`src/rtl/nfh_pkg.sv`:
```
/*
  Package for the NAND host front end: command codes, address layout,
  pin bundle and request bundle shared by the host controller.
  Assumes a 10 MHz core clock and one device on the shared port.
*/
package nfh_pkg;
  localparam logic [7:0] CMD_READ_SETUP = 8'h00;
  localparam logic [7:0] CMD_READ_EXEC = 8'h30;
  localparam logic [7:0] CMD_COPY_READ_EXEC = 8'h35;
  localparam logic [7:0] CMD_READ_ID = 8'h90;
  localparam logic [7:0] CMD_RESET = 8'hff;
  localparam logic [7:0] CMD_PROG_SETUP = 8'h80;
  localparam logic [7:0] CMD_PROG_EXEC = 8'h10;
  localparam logic [7:0] CMD_CACHE_EXEC = 8'h15;
  localparam logic [7:0] CMD_COPY_PROG_SETUP = 8'h85;
  localparam logic [7:0] CMD_ERASE_SETUP = 8'h60;
  localparam logic [7:0] CMD_ERASE_EXEC = 8'hd0;
  localparam logic [7:0] CMD_RAND_IN = 8'h85;
  localparam logic [7:0] CMD_RAND_OUT_SETUP = 8'h05;
  localparam logic [7:0] CMD_RAND_OUT_EXEC = 8'he0;
  localparam logic [7:0] CMD_STATUS = 8'h70;
  localparam int PAGE_BYTES = 2112;
  localparam int MAIN_BYTES = 2048;
  localparam int PAGE_COUNT = 131072;
  localparam int BLOCK_COUNT = 2048;
  localparam int PAGES_PER_BLOCK = 64;
  localparam int COL_BITS = 12;
  localparam int ROW_BITS = 17;
  localparam int ADDR_BITS = 29;
  localparam int BLOCK_LSB = 6;
  localparam logic [2:0] ADDR_CYCLES_FULL = 3'h5;
  localparam logic [2:0] ADDR_CYCLES_ROW = 3'h3;
  localparam logic [2:0] ADDR_CYCLES_NONE = 3'h0;
  localparam logic [2:0] ADDR_CYCLES_COL = 3'h2;
  localparam logic [2:0] ADDR_CYCLES_ID = 3'h1;
  localparam int STROBE_NS = 100;
  localparam int CLK_NS = 100;
  localparam logic [1:0] STROBE_CYC = 2'((STROBE_NS + CLK_NS - 1) / CLK_NS);

  typedef enum logic [3:0] {
    OP_RESET = 4'h0,
    OP_STATUS = 4'h1,
    OP_READ_ID = 4'h2,
    OP_PAGE_READ = 4'h3,
    OP_COPY_READ = 4'h4,
    OP_PAGE_PROG = 4'h5,
    OP_CACHE_PROG = 4'h6,
    OP_COPY_PROG = 4'h7,
    OP_BLOCK_ERASE = 4'h8,
    OP_RAND_IN = 4'h9,
    OP_RAND_OUT = 4'ha,
    OP_WRITE_DATA = 4'hb,
    OP_READ_DATA = 4'hc
  } nfh_op_e;

  typedef struct packed {
    nfh_op_e op;
    logic [ADDR_BITS-1:0] addr;
    logic [7:0] data;
  } nfh_req_s;

  typedef struct packed {
    logic chipSelN;
    logic cmdLatch;
    logic addrLatch;
    logic writeStrobeN;
    logic readStrobeN;
    logic writeProtN;
    logic [7:0] portOut;
    logic portOeN;
  } nfh_pins_s;
endpackage

```
`src/rtl/nfh_host.sv`:
```
/*
  Host controller that drives a NAND flash device through its strobes and
  its shared 8-bit port, one request at a time.
  Assumes the device pins are sampled synchronously to core_clk and that
  the open-drain ready line is pulled up outside.
*/
`timescale 1ns/1ps
`default_nettype none
module nfh_host
  import nfh_pkg::*;
(
  // Clock and reset.
  input wire logic core_clk,
  input wire logic rst,
  // Request side.
  input wire nfh_req_s req,
  input wire logic reqValid,
  input wire logic writeEnable,
  output logic reqReady,
  output logic [7:0] rdData,
  output logic rdValid,
  output logic devReady,
  // Device pins.
  output nfh_pins_s pins,
  input wire logic [7:0] portIn,
  input wire logic readyBusyIn
);
  typedef enum logic [2:0] {
    ST_IDLE = 3'b000,
    ST_CMD1 = 3'b001,
    ST_ADDR = 3'b010,
    ST_CMD2 = 3'b011,
    ST_DATA_W = 3'b100,
    ST_DATA_R = 3'b101
  } nfh_state_e;

  typedef enum logic [1:0] {
    PH_SETUP = 2'b00,
    PH_LOW = 2'b01,
    PH_HIGH = 2'b10
  } nfh_phase_e;

  function automatic logic [7:0] setupCode(input nfh_op_e op);
    case (op)
      OP_RESET: setupCode = CMD_RESET;
      OP_STATUS: setupCode = CMD_STATUS;
      OP_READ_ID: setupCode = CMD_READ_ID;
      OP_PAGE_READ, OP_COPY_READ: setupCode = CMD_READ_SETUP;
      OP_PAGE_PROG, OP_CACHE_PROG: setupCode = CMD_PROG_SETUP;
      OP_COPY_PROG: setupCode = CMD_COPY_PROG_SETUP;
      OP_BLOCK_ERASE: setupCode = CMD_ERASE_SETUP;
      OP_RAND_IN: setupCode = CMD_RAND_IN;
      OP_RAND_OUT: setupCode = CMD_RAND_OUT_SETUP;
      default: setupCode = CMD_STATUS;
    endcase
  endfunction

  function automatic logic [7:0] execCode(input nfh_op_e op);
    case (op)
      OP_PAGE_READ: execCode = CMD_READ_EXEC;
      OP_COPY_READ: execCode = CMD_COPY_READ_EXEC;
      OP_PAGE_PROG, OP_COPY_PROG: execCode = CMD_PROG_EXEC;
      OP_CACHE_PROG: execCode = CMD_CACHE_EXEC;
      OP_BLOCK_ERASE: execCode = CMD_ERASE_EXEC;
      OP_RAND_OUT: execCode = CMD_RAND_OUT_EXEC;
      default: execCode = CMD_STATUS;
    endcase
  endfunction

  function automatic logic [2:0] addrCycles(input nfh_op_e op);
    case (op)
      OP_PAGE_READ, OP_COPY_READ, OP_PAGE_PROG, OP_CACHE_PROG, OP_COPY_PROG: addrCycles = ADDR_CYCLES_FULL;
      OP_BLOCK_ERASE: addrCycles = ADDR_CYCLES_ROW;
      OP_RAND_IN, OP_RAND_OUT: addrCycles = ADDR_CYCLES_COL;
      OP_READ_ID: addrCycles = ADDR_CYCLES_ID;
      default: addrCycles = ADDR_CYCLES_NONE;
    endcase
  endfunction

  function automatic logic hasExec(input nfh_op_e op);
    case (op)
      OP_PAGE_READ, OP_COPY_READ, OP_PAGE_PROG, OP_CACHE_PROG, OP_COPY_PROG, OP_BLOCK_ERASE, OP_RAND_OUT:
        hasExec = 1'b1;
      default: hasExec = 1'b0;
    endcase
  endfunction

  nfh_state_e state_q, state_d;
  nfh_phase_e phase_q, phase_d;
  nfh_req_s cur_q, cur_d;
  logic [2:0] addrIdx_q, addrIdx_d;
  logic [2:0] addrLeft_q, addrLeft_d;
  logic [1:0] wait_q, wait_d;
  nfh_pins_s pins_q, pins_d;
  logic reqReady_q, reqReady_d;
  logic [7:0] rdData_q, rdData_d;
  logic rdValid_q, rdValid_d;
  logic devReady_q;
  logic [7:0] addrByte;
  logic accept;
  logic opAllowed;

  // Address bytes: two column cycles, then three row cycles, spare bits low.
  always_comb begin
    case (addrIdx_q)
      3'h0: addrByte = cur_q.addr[7:0];
      3'h1: addrByte = {4'h0, cur_q.addr[11:8]};
      3'h2: addrByte = cur_q.addr[19:12];
      3'h3: addrByte = cur_q.addr[27:20];
      3'h4: addrByte = {7'h00, cur_q.addr[28]};
      default: addrByte = 8'h00;
    endcase
  end

  // While busy only reset, status and the status readout go out; program and erase ops need write enable.
  always_comb begin
    case (req.op)
      OP_RESET, OP_STATUS, OP_READ_DATA: opAllowed = 1'b1;
      OP_PAGE_PROG, OP_CACHE_PROG, OP_COPY_PROG, OP_BLOCK_ERASE: opAllowed = devReady_q && writeEnable;
      OP_READ_ID, OP_PAGE_READ, OP_COPY_READ, OP_RAND_IN, OP_RAND_OUT, OP_WRITE_DATA:
        opAllowed = devReady_q;
      default: opAllowed = 1'b0;
    endcase
  end

  assign accept = reqReady_q && reqValid && opAllowed;

  always_comb begin
    state_d = state_q;
    phase_d = phase_q;
    cur_d = cur_q;
    addrIdx_d = addrIdx_q;
    addrLeft_d = addrLeft_q;
    wait_d = wait_q;
    pins_d = pins_q;
    reqReady_d = reqReady_q;
    rdData_d = rdData_q;
    rdValid_d = 1'b0;
    pins_d.writeProtN = writeEnable;
    case (state_q)
      ST_IDLE: begin
        pins_d.cmdLatch = 1'b0;
        pins_d.addrLatch = 1'b0;
        pins_d.portOeN = 1'b1;
        if (accept) begin
          cur_d = req;
          reqReady_d = 1'b0;
          phase_d = PH_SETUP;
          wait_d = STROBE_CYC;
          pins_d.chipSelN = 1'b0;
          if (req.op == OP_WRITE_DATA) begin
            state_d = ST_DATA_W;
            pins_d.portOut = req.data;
            pins_d.portOeN = 1'b0;
          end else if (req.op == OP_READ_DATA) begin
            state_d = ST_DATA_R;
          end else begin
            state_d = ST_CMD1;
            pins_d.cmdLatch = 1'b1;
            pins_d.portOut = setupCode(req.op);
            pins_d.portOeN = 1'b0;
          end
          addrIdx_d = (req.op == OP_BLOCK_ERASE) ? 3'h2 : 3'h0;
          addrLeft_d = addrCycles(req.op);
        end
      end
      default: begin
        // Each byte: setup, write or read strobe low, then high to latch.
        if (wait_q != 2'h0) begin
          wait_d = wait_q - 2'h1;
        end else begin
          wait_d = STROBE_CYC;
          case (phase_q)
            PH_SETUP: begin
              phase_d = PH_LOW;
              if (state_q == ST_DATA_R) begin
                pins_d.readStrobeN = 1'b0;
              end else begin
                pins_d.writeStrobeN = 1'b0;
              end
            end
            PH_LOW: begin
              phase_d = PH_HIGH;
              if (state_q == ST_DATA_R) begin
                rdData_d = portIn;
                rdValid_d = 1'b1;
                pins_d.readStrobeN = 1'b1;
              end else begin
                pins_d.writeStrobeN = 1'b1;
              end
            end
            default: begin
              phase_d = PH_SETUP;
              pins_d.cmdLatch = 1'b0;
              pins_d.addrLatch = 1'b0;
              if ((state_q == ST_CMD1 || state_q == ST_ADDR) && addrLeft_q != 3'h0) begin
                state_d = ST_ADDR;
                pins_d.addrLatch = 1'b1;
                pins_d.portOut = addrByte;
                addrIdx_d = addrIdx_q + 3'h1;
                addrLeft_d = addrLeft_q - 3'h1;
              end else if ((state_q == ST_CMD1 || state_q == ST_ADDR) && hasExec(cur_q.op)) begin
                state_d = ST_CMD2;
                pins_d.cmdLatch = 1'b1;
                pins_d.portOut = execCode(cur_q.op);
              end else begin
                state_d = ST_IDLE;
                pins_d.portOeN = 1'b1;
                reqReady_d = 1'b1;
              end
            end
          endcase
        end
      end
    endcase
  end

  always_ff @(posedge core_clk or posedge rst) begin
    if (rst) begin
      state_q <= ST_IDLE;
      phase_q <= PH_SETUP;
      cur_q <= '0;
      addrIdx_q <= 3'h0;
      addrLeft_q <= 3'h0;
      wait_q <= 2'h0;
      pins_q <= '{chipSelN: 1'b1, cmdLatch: 1'b0, addrLatch: 1'b0, writeStrobeN: 1'b1,
                  readStrobeN: 1'b1, writeProtN: 1'b0, portOut: 8'h00, portOeN: 1'b1};
      reqReady_q <= 1'b1;
      rdData_q <= 8'h00;
      rdValid_q <= 1'b0;
      devReady_q <= 1'b0;
    end else begin
      state_q <= state_d;
      phase_q <= phase_d;
      cur_q <= cur_d;
      addrIdx_q <= addrIdx_d;
      addrLeft_q <= addrLeft_d;
      wait_q <= wait_d;
      pins_q <= pins_d;
      reqReady_q <= reqReady_d;
      rdData_q <= rdData_d;
      rdValid_q <= rdValid_d;
      devReady_q <= readyBusyIn;
    end
  end

  assign pins = pins_q;
  assign reqReady = reqReady_q;
  assign rdData = rdData_q;
  assign rdValid = rdValid_q;
  assign devReady = devReady_q;
endmodule
`default_nettype wire

```
`config.mk`:
```
export PLATFORM = sky130hd
export DESIGN_NAME = nfh_host
export DESIGN_NICKNAME = d
export VERILOG_FILES = /design/src/rtl/nfh_pkg.sv /design/src/rtl/nfh_host.sv
export SDC_FILE = /design/constraint.sdc
export NUM_CORES = 1
export LEC_CHECK = 0
export BUFFER_PORTS_ARGS = -buffer_cell sky130_fd_sc_hd__buf_2
export CAP_MARGIN = 20
export CORE_UTILIZATION = 45
export DETAILED_ROUTE_END_ITERATION = 6
export PLACE_DENSITY_LB_ADDON = 0.1
export SLEW_MARGIN = 20
export SYNTH_ARGS = -nofsm -noshare
export SYNTH_HDL_FRONTEND = slang
export SYNTH_SLANG_ARGS = --single-unit
```
`constraint.sdc`:
```
create_clock -name core_clk -period 2.75 [get_ports core_clk]
set_clock_uncertainty 0.05 [all_clocks]
set_input_delay 0.1375 -clock core_clk [delete_from_list [all_inputs] [get_ports core_clk]]
set_output_delay 0.1375 -clock core_clk [all_outputs]
set_load 0.03 [all_outputs]
```
Yosys cells after proc, flatten, opt, wreduce, memory -nomap -nowiden

Memories as Yosys holds them, arrays and structs flattened.
Cells that the tools add are included.

Register bits after elaboration: 72
Bits in read-only memories: 176
Input port bits: 54
Word-level logic and storage cells: 161
Memories kept: 2

Add/subtract/negate cells: 3
Equality and inequality tests: 37
Mux-type cells: 66
Bitwise operators: 2
Reductions and logical operators: 32

Memories:

| name            | depth | bits a word | rd ports | clocked after Yosys merged registers in | write ports | line           | source |
|---|---|---|---|---|---|---|---|
| (no name shown) | 16    | 8           | 1        | 0                                       | 0           | nfh_host.sv:44 | `case (op)` |
| (no name shown) | 16    | 3           | 1        | 0                                       | 0           | nfh_host.sv:71 | `case (op)` |

Operators with widths:

| kind                                                   | count |
|---|---|
| 2-to-1 mux 9 bit                                       | 6 |
| 2-to-1 mux 3 bit                                       | 16 |
| case mux 8 bit (6 select lines)                        | 1 |
| case mux 8 bit (5 select lines)                        | 1 |
| equality test 4 x 3 -> 1 bit (second input constant)   | 8 |
| equality test 4 bit (second input constant)            | 7 |
| 2-to-1 mux 1 bit                                       | 25 |
| 2-to-1 mux 2 bit                                       | 11 |
| AND reduction 5 bit                                    | 4 |
| 2-to-1 mux 8 bit                                       | 2 |
| equality test 4 x 2 -> 1 bit (second input constant)   | 3 |
| AND reduction 4 bit                                    | 3 |
| inequality test 2 bit (second input constant)          | 5 |
| equality test 3 x 2 -> 1 bit (second input constant)   | 3 |
| inequality test 2 x 1 -> 1 bit (second input constant) | 4 |
| case mux 2 bit (2 select lines)                        | 2 |
| OR reduction 7 bit                                     | 1 |
| equality test 3 x 1 -> 1 bit (second input constant)   | 2 |
| equality test 3 bit (second input constant)            | 2 |
| zero test 3 bit                                        | 2 |
| AND reduction 2 bit                                    | 3 |
| nonzero test 2 bit                                     | 3 |
| nonzero test 3 bit                                     | 2 |
| OR reduction 6 bit                                     | 1 |
| other kinds (17)                                       | 23 |

Depth between registers and ports, before layout

Depth after elaboration: 13
Gate-level depth with buffers: 11

Worst setup path after synthesis

Ideal clock, no wire load.

Path type: reg-to-reg
From: register addrIdx_q[0]
To: register pins_q (netlist bit pins[5])
Library setup time: 0.128 ns
Data arrival time: 1.852 ns
Data required time: 2.572 ns
Path slack: 0.720 ns
Stages on the path, launching flop included: 10
Buffers on the path: 1
Clock period less this slack: 2.030 ns
Cell sequence: dfrtp_1 > ha_1 > ha_1 > clkbuf_1 > nor2_1 > o21ai_0 > nand2_1 > o22ai_1 > a22o_1 > mux2_1

Cells in the longest elaborated chain, start to end: 6
Elaborated cells between the ends (all ways): 10
Those cells by class: 4 x eq/ne; 5 x mux; 1 x reduce/logical

RTL lines:

| element                                           | line            | source |
|---|---|---|
| start, declared                                   | nfh_host.sv:91  | `logic [2:0] addrIdx_q, addrIdx_d;` |
| start signal, assigned                            | nfh_host.sv:236 | `addrIdx_q <= addrIdx_d;` |
| equality test 3 bit, or another cell as far along | nfh_host.sv:105 | `case (addrIdx_q)` |
| case mux 8 bit (5 select lines) (*)               | nfh_host.sv:105 |  |
| 2-to-1 mux 8 bit (*)                              | nfh_host.sv:196 | `if ((state_q == ST_CMD1 \|\| state_q == ST_ADDR) && addrLeft_q != 3'h0) begin` |
| 2-to-1 mux 9 bit (*)                              | nfh_host.sv:173 | `case (phase_q)` |
| 2-to-1 mux 9 bit (*)                              | nfh_host.sv:169 | `if (wait_q != 2'h0) begin` |
| 2-to-1 mux 9 bit (*)                              | nfh_host.sv:140 | `case (state_q)` |
| end signal, assigned                              | nfh_host.sv:226 | `pins_q <= '{chipSelN: 1'b1, cmdLatch: 1'b0, addrLatch: 1'b0, writeStrobeN: 1'b1,` |
| end signal, assigned                              | nfh_host.sv:239 | `pins_q <= pins_d;` |
| end, declared                                     | nfh_host.sv:94  | `nfh_pins_s pins_q, pins_d;` |

Every way passes the cells marked *; elsewhere a longest branch is shown, timed or not. The select of a mux whose other input is x is not followed.
A chain may end at the register's enable or synchronous reset.

Worst setup path in the final report

Same ends and word-level chain as after synthesis.

==> summary.txt <==
Logic synthesis
  – Synth top area share: 46.2%
  – Syn_nets: 466
  – Warning count from the yosys run: 0
  – EDFF count, synth: 0
  – Syn Area/Cell: 9.07 sq um
  – Sequential cell area fraction in the yosys report: 49.8%
  – Mapped Area: 3630 sq um
  – Async SR Flop Fraction: 100%
  – Main flop type after synthesis: dfrtp_1
  – Synth unique cells: 49
  – Count of state elements after synthesis: 72
  – Largest cells by area after synthesis: dfrtp_1 (46%), nand2_1 (14%), ha_1 (4.1%), dfstp_2 (3.6%), o21ai_0 (2.9%)
  – Largest area contributor in the netlist: dfrtp_1
  – Synth Instances: 400

Drt
  – DRT antenna net count: 0
  – Drt pass-1 iters: 5
  – Via count: 3183
  – Routed wire length: 8980 microns
  – DRC errors left: 0
  – Initial DRC Count: 227
  – DR vias/cell: 5.08
  – Routed WL per cell: 14.3 microns

Critical path
  – Slowest stage delay, CP: 0.42 ns
  – Setup crit start kind: flip-flop
  – Crit path max fanout: 9
  – Data arrival, critical path: 2.37 ns
  – Crit Path Category: flip-flop to flip-flop
  – Req. time, crit path: 2.93 ns
  – Most used cell, CP: ha_1
  – Crit-path cells: ha_1 -> ha_1 -> nor2_1 -> o21ai_0 -> nand2_1 -> o22ai_1 -> a22o_1 -> mux2_1
  – CP max-delay cell: dfrtp_1
  – CP Capture Type: flip-flop
  – FF-to-FF setup slack: 0.56 ns

GRT
  – Vias in the first global route: 3195
  – Grt total ovfl: 0
  – Initial antenna violation count: 0
  – GRT Total Usage: 23.6%
  – First-pass GRT wire length: 15300 microns
  – Largest net degree at the start of global routing: 40

Layout
  – # nets final: 585
  – Synth-to-layout area growth: 30.8%
  – Fill cell count: 682
  – Layout cells sized above 1: 22.1%
  – Register area: 1810 sq um
  – Multi-input gate area: 1690 sq um
  – Inserted Diodes: 0

STA
  – Final hold violations: 0
  – Setup WS post-layout: 0.559 ns
  – RSZ-0062 raised after global routing: false
  – Max-slew violation count: 0
  – Final min period: 2.19 ns
  – Slew margin rel.: 51.1%
  – Worst slew pin tran: 0.732 ns
  – Setup TNS: 0 ns
  – Setup violations, final: 0
  – Fmax: 0.456 GHz
  – Fin crit share: 79.7%

Power
  – Comb power frac: 7.6%
  – Clock share of power: 43.1%
  – Design Power: 2160 uW
  – P_leak: 0.00237 uW
  – Peak supply drop: 0.000238 V
  – Power Internal: 1680 uW
  – Pwr Density: 454 nW/um^2
  – Sequential power share: 49.3%
  – Sw Pwr: 475 uW
  – Sw frac: 22.0%

Clocking
  – Clock Latency Late Sink: 0.35 ns
  – CTS resizes: 0
  – CTS tree: yes
  – Reg clk slew, reported paths: 0.07 ns
  – Cts bufs inserted: 9
  – Num Clock Sinks: 72
  – CTS Root Cell: clkbuf_8
  – H-Tree Level Count: 3
  – Post-CTS Setup Repair Bufs: 0
  – Clock Path Buffers: 2

Placed design
  – Detailed Place HPWL: 6280 microns
  – Buffers on Ports: 79
  – Routability cong.: 0.865
  – Setup slack after placement: 0.407 ns

Die
  – Placeable Area: 7770 sq um
  – Rows: 32
  – Die Ht: 91.8 microns
  – Die W: 91.8 microns
  – Area of the die: 8430 sq um
  – Top Ports: 80
  – Initial Util: 46.7%

Min path
  – Hold Path Class: input pin to flip-flop

Run
  – Maxcap violations: 0

Run status
  – Outcome: finished, final reports clean
-- routing by layer --
layer	up-vias	global-route usage, %	routed length (microns)
met2	100	37.3	4260
li1	1598	-	-
met1	1470	32.2	4150
met5	-	0	0
met4	0	11.1	166
met3	15	3.23	409
-- repair_timing --
item                                    CTS  global route
hold buffers                             40             0
endpoints found under the hold margin    72             0
endpoints found under the setup margin    0             0
-- placed cells by master, fill, tap and decap left out, types with 8 or more instances in the layout --
cell	n
ha_1	12
nor2_1	27
mux2_1	8
dfrtp_1	67
dlygate4sd3_1	40
nand2_1	136
a21oi_1	14
clkbuf_8	10
buf_2	79
o21ai_0	21
inv_1	10
-- worst max-delay path: cells and delay by family, from the launching register on --
family | cells | cell delay (ns)
AO/OA/AOI/OAI | 3 | 0.46
AND/OR/NAND/NOR | 2 | 0.34
flip-flops | 1 | 0.42
adder cells (fa/ha/maj) | 2 | 0.53
multiplexers | 1 | 0.28
-- state kept, by name (all words and copies together) (netlist names), 2 cells and up --
| name | cells |
|---|---|
| addrIdx_q | 3 |
| addrLeft_q | 3 |
| cur_q | 33 |
| phase_q | 2 |
| pins | 15 |
| rdData | 8 |
| state_q | 3 |
| wait_q | 2 |
-- cell usage after synthesis (5+ instances only) --
master,n
nand2_1,136
clkbuf_1,7
a222oi_1,7
mux2_1,8
nor3_1,5
nand3_1,5
a21oi_1,14
a31oi_1,5
nor2b_1,7
dfstp_2,5
ha_1,12
inv_1,11
dfrtp_1,67
o21ai_0,21
buf_2,7
nor2_1,27
-- kinds of logic after synthesis --
kind of cell,count (synthesis),synth area share [%]
flops,72,49.8
fa+ha+maj,12,4.14
simple gates,195,22.9
compound gates,77,15.2
mux,12,3.69
buf+inv,29,3.55
xor+xnor,3,0.724
-- layout make-up --
| cell class | count | area share, % |
|---|---|---|
| flip-flops and latches | 72 | 38.1 |
| multi-input cells | 299 | 35.6 |
| clock buffers | 11 | 2.98 |
| clock inverters | 5 | 1.69 |
| repair buffers | 125 | 18.0 |
| inverters | 12 | 0.949 |
| well taps | 102 | 2.69 |
-- worst paths after layout --
path | end | cells past startpoint | startpoint
worst min-delay path | cur_q[40]$_DFFE_PP0P_ | 3 | req[40]
min in group asynchronous | cur_q[25]$_DFFE_PP0P_ | 3 | rst
worst min register to register | pins[10]$_DFFE_PP1P_ | 2 | pins[10]$_DFFE_PP1P_
worst max register to register | pins[5]$_DFFE_PP0P_ | 8 | addrIdx_q[0]$_DFFE_PP0P_
max in group asynchronous | pins[10]$_DFFE_PP1P_ | 4 | rst
worst max-delay path | pins[5]$_DFFE_PP0P_ | 8 | addrIdx_q[0]$_DFFE_PP0P_
-- power by group through the flow --
stage               Sequential [uW]  Clock (uW)  Combinational [uW]
finish                         1060         930                 164
global route                   1060        1010                 182
CTS                            1060         956                 164
detailed placement             1080           0                 121
global placement               1080           0                 120
floorplan                      1090           0                56.0
-- stage by stage --
step | utilization, % | hold WS, ns | std cells | area, sq um
after global routing | 61.1 | 0.138 | 626 | 4750
after CTS | 61.1 | 0.0834 | 626 | 4750
after detailed placement | 53.1 | 0.205 | 570 | 4130
after global placement | 53.1 | 0.200 | 570 | 4130
final | 61.1 | 0.114 | 626 | 4750
after floorplan | - | 0.119 | 400 | 3630
Note: power is estimated with default switching activity, not from simulation.
